**config.mk**
```make
export PLATFORM = sky130hd
export DESIGN_NAME = ccf_host
export DESIGN_NICKNAME = d
export VERILOG_FILES = /design/src/verilog/ccf_pkg.sv /design/src/verilog/ccf_host.sv
export VERILOG_INCLUDE_DIRS = /design/src /design/src/verilog
export SDC_FILE = /design/constraint.sdc
export NUM_CORES = 1
export LEC_CHECK = 0
export BUFFER_PORTS_ARGS = -buffer_cell sky130_fd_sc_hd__buf_2
export CORE_ASPECT_RATIO = 1.4
export CORE_MARGIN = 8
export CORE_UTILIZATION = 55
export CTS_BUF_LIST = sky130_fd_sc_hd__clkbuf_8
export CTS_CLUSTER_DIAMETER = 60
export CTS_CLUSTER_SIZE = 28
export DETAILED_ROUTE_END_ITERATION = 7
export PLACE_DENSITY = 0.76
export RECOVER_POWER = 25
export SLEW_MARGIN = 20
export SYNTH_ARGS = -nofsm -noshare
export SYNTH_HDL_FRONTEND = slang
export SYNTH_SLANG_ARGS = --single-unit
```
**constraint.sdc**
```tcl
create_clock -name clk_sys_i -period 5.86 [get_ports clk_sys_i]
set_input_delay 1.172 -clock clk_sys_i [delete_from_list [all_inputs] [get_ports clk_sys_i]]
set_output_delay 1.172 -clock clk_sys_i [all_outputs]
set_load 0.02 [all_outputs]
```
**src/verilog/ccf_defines.svh**
```systemverilog
`ifndef CCF_DEFINES_SVH
`define CCF_DEFINES_SVH

// Character frame shape
`define CCF_DATA_BITS     4'd8
`define CCF_LAST_BIT      4'd9
`define CCF_FRAME_ETU     8'd10

// Guardtime floor in etu; 10 + 2 gives the 12 etu character spacing floor
`define CCF_MIN_GUARD_ETU 9'd2
`define CCF_MIN_SPACE_ETU 8'd12

// Divider defaults, sys clocks per card clock and card clocks per etu
`define CCF_DEF_CLK_DIV   8'h04
`define CCF_DEF_ETU_CLKS  12'h174

`endif

```
**src/verilog/ccf_pkg.sv**
```systemverilog
package ccf_pkg;

    // Link sequencer states
    typedef enum logic [2:0] {
        ST_IDLE,
        ST_CONF,
        ST_RXBITS,
        ST_TXBITS,
        ST_GUARD
    } ccf_state_e;

endpackage : ccf_pkg

```
**src/verilog/ccf_host.sv**
```systemverilog
`include "ccf_defines.svh"

// Summary of operation
// - A side starts a character only when it sees the shared line high.
// - A character is ten bit periods: a low start bit, eight data bits and a parity bit.
// - The parity bit makes the count of ones over data and parity even.
// - After a falling edge the receiver confirms the start bit is still low before 0.7 etu.
// - The receiver samples bit n at n + 0.5 etu after the start edge, within 0.2 etu.
// - The transmitter starts bit n at n etu after the start edge, within 0.2 etu.
// - Start edges of consecutive characters are 10 etu plus a guardtime apart.
// - Nobody drives the line during the guardtime; it stays high.
// - Multi-byte data goes over the line most significant byte first.
// - Bit order inside a byte follows the convention the card announced at reset.
// - Both protocol types use this same physical layer and frame.
module ccf_host (
    input  wire logic        clk_sys_i,
    input  wire logic        rst_i,
    input  wire logic [7:0]  clk_div_i,
    input  wire logic [11:0] etu_clks_i,
    input  wire logic [7:0]  guard_etu_i,
    input  wire logic        conv_inv_i,
    input  wire logic        tx_valid_i,
    input  wire logic [7:0]  tx_data_i,
    output logic             tx_ready_o,
    output logic             rx_valid_o,
    output logic [7:0]       rx_data_o,
    output logic             rx_par_err_o,
    output logic             busy_o,
    output logic             card_clk_o,
    input  wire logic        io_i,
    output logic             io_o,
    output logic             io_oe_o
);

    ccf_pkg::ccf_state_e state_q;
    logic [7:0]  dcnt_q;
    logic [7:0]  dcnt_d;
    logic        cclk_en;
    logic        card_clk_q;
    logic [11:0] ph_q;
    logic        etu_end;
    logic        mid_tick;
    logic        io_q;
    logic        fall;
    logic        rx_edge;
    logic        accept;
    logic        start_evt;
    logic [3:0]  bit_q;
    logic [8:0]  g_q;
    logic [8:0]  guard_eff;
    logic        tx_guard_q;
    logic [8:0]  tx_line;
    logic [8:0]  tx_sh_q;
    logic        io_oe_q;
    logic [8:0]  rx_sh_q;
    logic [8:0]  rx_full;
    logic [7:0]  rx_dec;
    logic        rx_par;
    logic        rx_valid_q;
    logic [7:0]  rx_data_q;
    logic        rx_perr_q;

    // Card clock divider: one enable per card clock period
    assign cclk_en = (dcnt_q >= clk_div_i - 8'h01);
    assign dcnt_d  = cclk_en ? 8'h00 : dcnt_q + 8'h01;

    always_ff @(posedge clk_sys_i)
    begin
        if (rst_i)
        begin
            dcnt_q     <= 8'h00;
            card_clk_q <= 1'b0;
        end
        else
        begin
            dcnt_q     <= dcnt_d;
            card_clk_q <= (dcnt_d < {1'b0, clk_div_i[7:1]});
        end
    end

    // Etu phase counts card clocks, restarted on every start edge
    assign etu_end  = cclk_en && (ph_q >= etu_clks_i - 12'h001);
    assign mid_tick = cclk_en && (ph_q == {1'b0, etu_clks_i[11:1]});

    always_ff @(posedge clk_sys_i)
    begin
        if (rst_i)
            ph_q <= 12'h000;
        else if (start_evt)
            ph_q <= 12'h000;
        else if (cclk_en)
            ph_q <= etu_end ? 12'h000 : ph_q + 12'h001;
    end

    // Line edge detect; io_i is already in this clock domain
    always_ff @(posedge clk_sys_i)
    begin
        if (rst_i)
            io_q <= 1'b1;
        else
            io_q <= io_i;
    end

    assign fall    = io_q && !io_i;
    assign rx_edge = fall && ((state_q == ccf_pkg::ST_IDLE) ||
                              (state_q == ccf_pkg::ST_GUARD && !tx_guard_q));
    // Line must read high twice before a send may start
    assign tx_ready_o = (state_q == ccf_pkg::ST_IDLE) && io_i && io_q;
    // Bytes leave in the order offered, so the user sets byte order
    assign accept    = tx_valid_i && tx_ready_o;
    assign start_evt = accept || rx_edge;
    assign busy_o    = (state_q != ccf_pkg::ST_IDLE);

    // Guardtime never below the floor, whatever software asks
    assign guard_eff = ({1'b0, guard_etu_i} < `CCF_MIN_GUARD_ETU) ?
                       `CCF_MIN_GUARD_ETU : {1'b0, guard_etu_i};

    // Convention mapping per bit: inverse means MSB first and inverted levels
    genvar gi;
    generate
        for (gi = 0; gi < 8; gi++)
        begin : g_conv
            assign tx_line[gi] = conv_inv_i ? ~tx_data_i[7-gi] : tx_data_i[gi];
            assign rx_dec[gi]  = conv_inv_i ? ~rx_full[7-gi] : rx_full[gi];
        end
    endgenerate

    assign tx_line[8] = conv_inv_i ? ~(^tx_data_i) : (^tx_data_i);
    assign rx_full    = {io_i, rx_sh_q[8:1]};
    assign rx_par     = conv_inv_i ? ~rx_full[8] : rx_full[8];

    // Frame sequencer, same frame for either protocol type
    always_ff @(posedge clk_sys_i)
    begin
        if (rst_i)
            state_q <= ccf_pkg::ST_IDLE;
        else
        begin
            unique case (state_q)
                ccf_pkg::ST_IDLE:
                    if (rx_edge)
                        state_q <= ccf_pkg::ST_CONF;
                    else if (accept)
                        state_q <= ccf_pkg::ST_TXBITS;
                ccf_pkg::ST_CONF:
                    if (mid_tick)
                        state_q <= io_i ? ccf_pkg::ST_IDLE : ccf_pkg::ST_RXBITS;
                ccf_pkg::ST_RXBITS:
                    if (mid_tick && bit_q == `CCF_LAST_BIT)
                        state_q <= ccf_pkg::ST_GUARD;
                ccf_pkg::ST_TXBITS:
                    if (etu_end && bit_q == `CCF_LAST_BIT)
                        state_q <= ccf_pkg::ST_GUARD;
                ccf_pkg::ST_GUARD:
                    if (rx_edge)
                        state_q <= ccf_pkg::ST_CONF;
                    else if (g_q == 9'h000)
                        state_q <= ccf_pkg::ST_IDLE;
            endcase
        end
    end

    // Bit rank within the frame
    always_ff @(posedge clk_sys_i)
    begin
        if (rst_i)
            bit_q <= 4'h0;
        else if (start_evt)
            bit_q <= 4'h0;
        else if (state_q == ccf_pkg::ST_CONF && mid_tick)
            bit_q <= 4'h1;
        else if (state_q == ccf_pkg::ST_RXBITS && mid_tick)
            bit_q <= bit_q + 4'h1;
        else if (state_q == ccf_pkg::ST_TXBITS && etu_end)
            bit_q <= bit_q + 4'h1;
    end

    // Guard countdown; receive enters half an etu early, so one extra etu
    always_ff @(posedge clk_sys_i)
    begin
        if (rst_i)
        begin
            g_q        <= 9'h000;
            tx_guard_q <= 1'b0;
        end
        else if (state_q == ccf_pkg::ST_RXBITS && mid_tick && bit_q == `CCF_LAST_BIT)
        begin
            g_q        <= guard_eff + 9'h001;
            tx_guard_q <= 1'b0;
        end
        else if (state_q == ccf_pkg::ST_TXBITS && etu_end && bit_q == `CCF_LAST_BIT)
        begin
            g_q        <= guard_eff;
            tx_guard_q <= 1'b1;
        end
        else if (state_q == ccf_pkg::ST_GUARD && etu_end && g_q != 9'h000)
            g_q <= g_q - 9'h001;
    end

    // Transmit shifter; open drain, so only zeros are driven
    always_ff @(posedge clk_sys_i)
    begin
        if (rst_i)
        begin
            tx_sh_q <= 9'h000;
            io_oe_q <= 1'b0;
        end
        else if (accept)
        begin
            tx_sh_q <= tx_line;
            io_oe_q <= 1'b1;
        end
        else if (state_q == ccf_pkg::ST_TXBITS && etu_end)
        begin
            tx_sh_q <= {1'b0, tx_sh_q[8:1]};
            // Release after parity so the guardtime stays high
            io_oe_q <= (bit_q == `CCF_LAST_BIT) ? 1'b0 : ~tx_sh_q[0];
        end
    end

    assign io_o    = 1'b0;
    assign io_oe_o = io_oe_q;

    // Receive shifter, one sample at each bit centre
    always_ff @(posedge clk_sys_i)
    begin
        if (rst_i)
            rx_sh_q <= 9'h000;
        else if (state_q == ccf_pkg::ST_RXBITS && mid_tick)
            rx_sh_q <= rx_full;
    end

    // Received byte, parity flag and one-cycle strobe
    always_ff @(posedge clk_sys_i)
    begin
        if (rst_i)
        begin
            rx_valid_q <= 1'b0;
            rx_data_q  <= 8'h00;
            rx_perr_q  <= 1'b0;
        end
        else
        begin
            rx_valid_q <= 1'b0;
            if (state_q == ccf_pkg::ST_RXBITS && mid_tick && bit_q == `CCF_LAST_BIT)
            begin
                rx_valid_q <= 1'b1;
                rx_data_q  <= rx_dec;
                rx_perr_q  <= ^{rx_par, rx_dec};
            end
        end
    end

    assign rx_valid_o   = rx_valid_q;
    assign rx_data_o    = rx_data_q;
    assign rx_par_err_o = rx_perr_q;
    assign card_clk_o   = card_clk_q;

    // Checker helpers: etu count in a send, etu since last start edge
    logic [7:0] tx_len_q;
    logic [7:0] sp_q;
    logic       seen_q;

    always_ff @(posedge clk_sys_i)
    begin
        if (rst_i)
            tx_len_q <= 8'h00;
        else if (accept)
            tx_len_q <= 8'h00;
        else if (state_q == ccf_pkg::ST_TXBITS && etu_end)
            tx_len_q <= tx_len_q + 8'h01;
    end

    always_ff @(posedge clk_sys_i)
    begin
        if (rst_i)
        begin
            sp_q   <= 8'h00;
            seen_q <= 1'b0;
        end
        else if (start_evt)
        begin
            sp_q   <= 8'h00;
            seen_q <= 1'b1;
        end
        else
        begin
            if (etu_end && sp_q != 8'hFF)
                sp_q <= sp_q + 8'h01;
            // A glitch that failed confirmation is no character
            if (state_q == ccf_pkg::ST_CONF && mid_tick && io_i)
                seen_q <= 1'b0;
        end
    end
endmodule : ccf_host

```
### Word-level counts from Yosys, hierarchy flattened

Index checks and enable logic that the tools add are counted.

| cells by class | value |
|---|---|
| add/subtract/negate cells | 7 |
| magnitude comparators | 4 |
| equal/unequal tests | 11 |
| mux-type cells | 42 |
| bitwise gates (word level) | 19 |
| reduce and logical (&&, ||, !) cells | 35 |

Operator list:

| kind | count |
|---|---|
| 2-to-1 mux 9 bit | 5 |
| 2-to-1 mux 1 bit | 23 |
| 2-to-1 mux 3 bit | 7 |
| inverter 1 bit | 19 |
| logical AND 1 bit | 17 |
| 2-to-1 mux 8 bit | 2 |
| case mux 3 bit (5 select lines) | 1 |
| adder 12 x 1 -> 12 bit, second input constant | 1 |
| == test 12 x 11 -> 1 bit | 1 |
| greater-or-equal comparator 12 bit | 1 |
| 2-to-1 mux 12 bit | 1 |
| subtractor 12 x 1 -> 12 bit, second input constant | 1 |
| adder 8 x 1 -> 9 bit, second input constant | 1 |
| logical NOT 9 bit | 1 |
| nonzero test 3 bit | 3 |
| nonzero test 9 bit | 1 |
| parity 9 bit | 1 |
| subtractor 9 x 1 -> 9 bit, second input constant | 1 |
| adder 8 x 1 -> 8 bit, second input constant | 1 |
| greater-or-equal comparator 8 bit | 1 |
| < comparator 8 x 2 -> 1 bit, second input constant | 1 |
| < comparator 8 x 7 -> 1 bit | 1 |
| 2-to-1 mux 4 bit | 2 |
| parity 8 bit | 1 |
| 16 further kinds | 24 |

| storage, ports and cells | value |
|---|---|
| bits in registers | 68 |
| output and inout port bits | 15 |
| logic and storage cells | 133 |

### Logic depth before layout (Yosys ltp)

| depth | value |
|---|---|
| depth after elaboration | 8 |
| gate-level depth with buffers | 19 |

### Least setup slack after synthesis

Ideal clock, no wire load.

| path | value |
|---|---|
| path type | input to register |
| start point | input clk_div_i[1] |
| end point | register card_clk_q (netlist: card_clk_o) |
| library setup time | 74 ps |
| data arrival time | 4355 ps |
| required time | 5786 ps |
| path slack | 1431 ps |
| cell stages on the path | 18 |
| cell sequence | nor3_1 > nand2_1 > nor4_1 > xnor2_1 > ha_1 > and3_1 > o211ai_1 > o21ai_0 > buf_4 > buf_2 > buf_1 > clkbuf_1 > nor2_1 > ha_1 > a21o_1 > a21oi_1 > o21ai_0 > a31oi_1 |

| between the ends | value |
|---|---|
| cells in the longest elaborated chain, start to end | 4 |

RTL lines:

| element | RTL line | source |
|---|---|---|
| start: declaration | ccf_host.sv:18 | `input wire logic [7:0] clk_div_i,` |
| subtractor 8 x 1 -> 8 bit | ccf_host.sv:64 | `assign cclk_en = (dcnt_q >= clk_div_i - 8'h01);` |
| greater-or-equal comparator 8 bit | ccf_host.sv:64 |  |
| 2-to-1 mux 8 bit | ccf_host.sv:65 | `assign dcnt_d = cclk_en ? 8'h00 : dcnt_q + 8'h01;` |
| net dcnt_d[3] | ccf_host.sv:37 | `logic [7:0] dcnt_d;` |
| < comparator 8 x 7 -> 1 bit | ccf_host.sv:77 | `card_clk_q <= (dcnt_d < {1'b0, clk_div_i[7:1]});` |
| end signal: assignment | ccf_host.sv:77 |  |
| end: declaration | ccf_host.sv:39 | `logic card_clk_q;` |

The timed path passes the listed nets, and every way through them passes these cells.
A chain may end at the register's enable or synchronous reset.

### Worst setup path in the final report

| path | value |
|---|---|
| start point | input clk_div_i[1] |
| end point | register tx_sh_q[7] |

| between the ends | value |
|---|---|
| cells in the longest elaborated chain, start to end | 5 |

RTL lines:

| element | RTL line | source |
|---|---|---|
| subtractor 8 x 1 -> 8 bit | ccf_host.sv:64 |  |
| greater-or-equal comparator 8 bit | ccf_host.sv:64 |  |
| logical AND 1 bit | ccf_host.sv:82 | `assign etu_end = cclk_en && (ph_q >= etu_clks_i - 12'h001);` |
| logical AND 1 bit | - |  |
| nonzero test 2 bit (no source line) | - |  |
| end signal: assignment | ccf_host.sv:210 | `tx_sh_q <= tx_line;` |
| end signal: assignment | ccf_host.sv:215 | `tx_sh_q <= {1'b0, tx_sh_q[8:1]};` |
| end: declaration | ccf_host.sv:53 | `logic [8:0] tx_sh_q;` |

Every way passes these cells.

==> impl_results.md <==
- Post-synth EDFFs: 0
- GRT Residual Overflow: 0
- Crit-path max cell delay: 0.75 ns
- Setup WS post-layout: 1.15 ns
- Post-Syn Area per Cell: 8.13 sq um
- PwrDens: 227 nW/um^2
- ANT cells: 0
- Crit path capture type: flop
- Crit path max-delay family: simple AND/OR/NAND/NOR gates
- Synth async-reset ratio: 0
- Post-Place Setup Slack: 1.46 ns
- Post-CTS Hold Buffers: 0
- CTS tree: done
- Pre-antenna DRT Iters: 4
- CP required: 6.10 ns
- Final setup fails: 0
- Met2 Usage GRT: 0.340
- Peak Freq: 212 MHz
- Startpoint Class: input port
- Fin nets: 672
- Die Y: 123 microns
- Clock sink total: 67
- DIE AREA: 11400 sq um
- Final Max Slew Viols: 52
- Critical path type: input port to flop
- Clk buf depth: 2
- Post-synthesis cell count: 555
- Part of the cycle the worst path needs: 0.804
- Io pins: 56
- FF+latch count, synth: 67
- Most Crowded Layer GR: met2
- DRT antenna net count: 0
- # fillers: 748
- Post-DR vias/cell: 5.83
- Fin Hold WS: 0.458 ns
- Share of cells above drive strength 1: 0.128
- GR Util met3: 0.0456
- Post-CTS sizing: 0
- Synth unique cells: 58
- CTS buffer count: 9
- Hpwl dp: 8300 microns
- Outcome: finished, violations left
- Initial antenna violation count: 0
- Iter 0 DRT Violations: 290
- Largest net degree at the start of global routing: 52
- Vias in the first global route: 4074
- Routed WL per cell: 15.4 microns
- DR DRC count: 0
- GP Congestion: 0.858
- Core area: 8050 sq um
- Post-place instance area: 4810 sq um
- Largest cells by area after synthesis: dfxtp_1 30%, ha_1 9.4%, xnor2_1 8.9%
- Pleak: 1.96 nW
- Design area: 4990 sq um
- Layout Skew: 0.00815 ns
- Root Buffer: clkbuf_8
- Post-synthesis sequential area ratio: 0.297
- Synth Warn #: 0
- Max Cap Viol: 1
- Buffers on Ports: 54
- Synth top cells by count: 67 x dfxtp_1, 54 x nor2_1, 50 x nand2_1, 46 x xnor2_1, 41 x a21oi_1
- Tmin final: 4.71 ns
- Initial core utilization: 0.560
- Synth area leader: dfxtp_1
- Clock slew seen by the registers of the worst setup and hold paths: 0.08 ns
- Rows: 39
- RSZ-0062 raised after global routing: false
- Hold WC Path Type: flop to flop
- Worst Path Buf+Inv: 2
- First-pass GRT wire length: 17900 microns
- Top-count cell post-synth: dfxtp_1
- Synthesized net count: 630
- Fin. Hold Viols: 0
- Violations in the final reports: capacitance limit, slew limit
- Max IR drop VDD: 175 uV
- CP max FO: 19
- Critical path's most frequent cell: clkbuf_1
- Clk_lat worst skew: 0.35 ns
- Area grow syn2layout: 10.7%
- Synthesized area: 4510 sq um
- Htree depth: 3
- Worst Tran Pin Value: 2.15 ns
- WP data arrival: 4.95 ns
- Gr usage total: 0.191
- Top cell type's share of synthesized area: 0.297
- Setup TNS Final: 0 ns
- Vias: 4102
- Slew HR: -0.430
- Die width: 92.5 microns
- Post-CTS setup buffer count: 0
- Met1 Track Usage GR: 0.214
- Max stage delay cell, worst path: or4b_2
- Main flop type after synthesis: dfxtp_1
- Routed WL: 10800 microns
- Critical Path, Cell by Cell: clkbuf_1, nor3_1, nand2_1, nor4_1, xnor2_1, ha_1, and3_1, o211ai_1, o21ai_0, clkbuf_1, nand3_1, or4b_2, o311ai_0
==> state kept, by name, summed over array words and instances, names as in the netlist, 3 cells and up <==
signal,flops
ph_q,12
state_q,3
dcnt_q,8
rx_data_o,8
bit_q,4
tx_sh_q,9
g_q,9
rx_sh_q,8
==> cells by family after synthesis <==
kind of cell    Yosys count  synth area share
flops                    67             0.297
mux                      11            0.0247
buf+inv                  54            0.0516
xor+xnor                 63             0.122
simple gates            209             0.234
fa+ha+maj                34            0.0943
compound gates          116             0.174
other cells               1          0.000831
==> worst register-to-register path, delay by kind of cell (launching register included) <==
| kind | cells | cell delay [ns] |
|---|---|---|
| AO/OA/AOI/OAI | 3 | 0.42 |
| adder cells (fa/ha/maj) | 1 | 0.26 |
| AND/OR/NAND/NOR | 3 | 1.40 |
| buffers and inverters | 2 | 0.78 |
| flip-flops | 1 | 0.40 |
==> metrics by stage <==
step	utilization	power, mW	instances
2_1_floorplan	-	0.662	555
3_3_place_gp	0.597	0.718	688
3_5_place_dp	0.597	0.725	688
4_1_cts	0.624	1.14	704
5_1_grt	0.620	1.19	704
6_report	0.620	1.13	704
==> layout by cell type, fill, tap and decap left out, types with 8 or more instances in the layout <==
cell type,n
mux2i_1,10
inv_1,28
clkbuf_1,18
xor2_1,17
a21oi_1,41
dfxtp_1,67
xnor2_1,46
clkbuf_8,9
nor2_1,54
nand3_1,17
and3_1,13
nand4_1,10
nor4_1,9
ha_1,34
nor3_1,25
o21ai_0,19
nand2_1,50
buf_2,38
a211oi_1,8
==> metal layers <==
layer / share of wire / vias to the layer above / wire (microns)
met5: 0 / - / 0
met4: 0.018 / 0 / 200
met3: 0.042 / 18 / 451
met2: 0.51 / 89 / 5480
met1: 0.43 / 1927 / 4690
li1: - / 2068 / -
==> power breakdown <==
group          total (mW)  internal [mW]  switching, mW  leakage, nW
logic               0.218         0.0906          0.127         1.32
clock network       0.422          0.238          0.184        0.101
registers           0.495          0.474         0.0211        0.542
==> final cells by class <==
type                            count  area, sq um  area share
Timing Repair Buffer               57          265      0.0531
Tap cell                          102          128      0.0256
Sequential cell                    67         1340       0.269
Clock inverter                      7         92.6      0.0185
Inverter                           28          105      0.0211
Multi-Input combinational cell    434         2940       0.588
Clock buffer                        9          124      0.0248
==> worst paths after layout <==
kind                          endpoint  depth (start not counted)                      start  slack [ns]
max            tx_sh_q[7]$_SDFFE_PP0P_                         13               clk_div_i[1]        1.15
min          rx_data_o[2]$_SDFFE_PP0P_                          2  rx_data_o[2]$_SDFFE_PP0P_        0.46
max reg2reg    tx_sh_q[7]$_SDFFE_PP0P_                          9       dcnt_q[0]$_SDFF_PP0_        2.49
min reg2reg  rx_data_o[2]$_SDFFE_PP0P_                          2  rx_data_o[2]$_SDFFE_PP0P_        0.46
(Power assumes the default switching activity.)
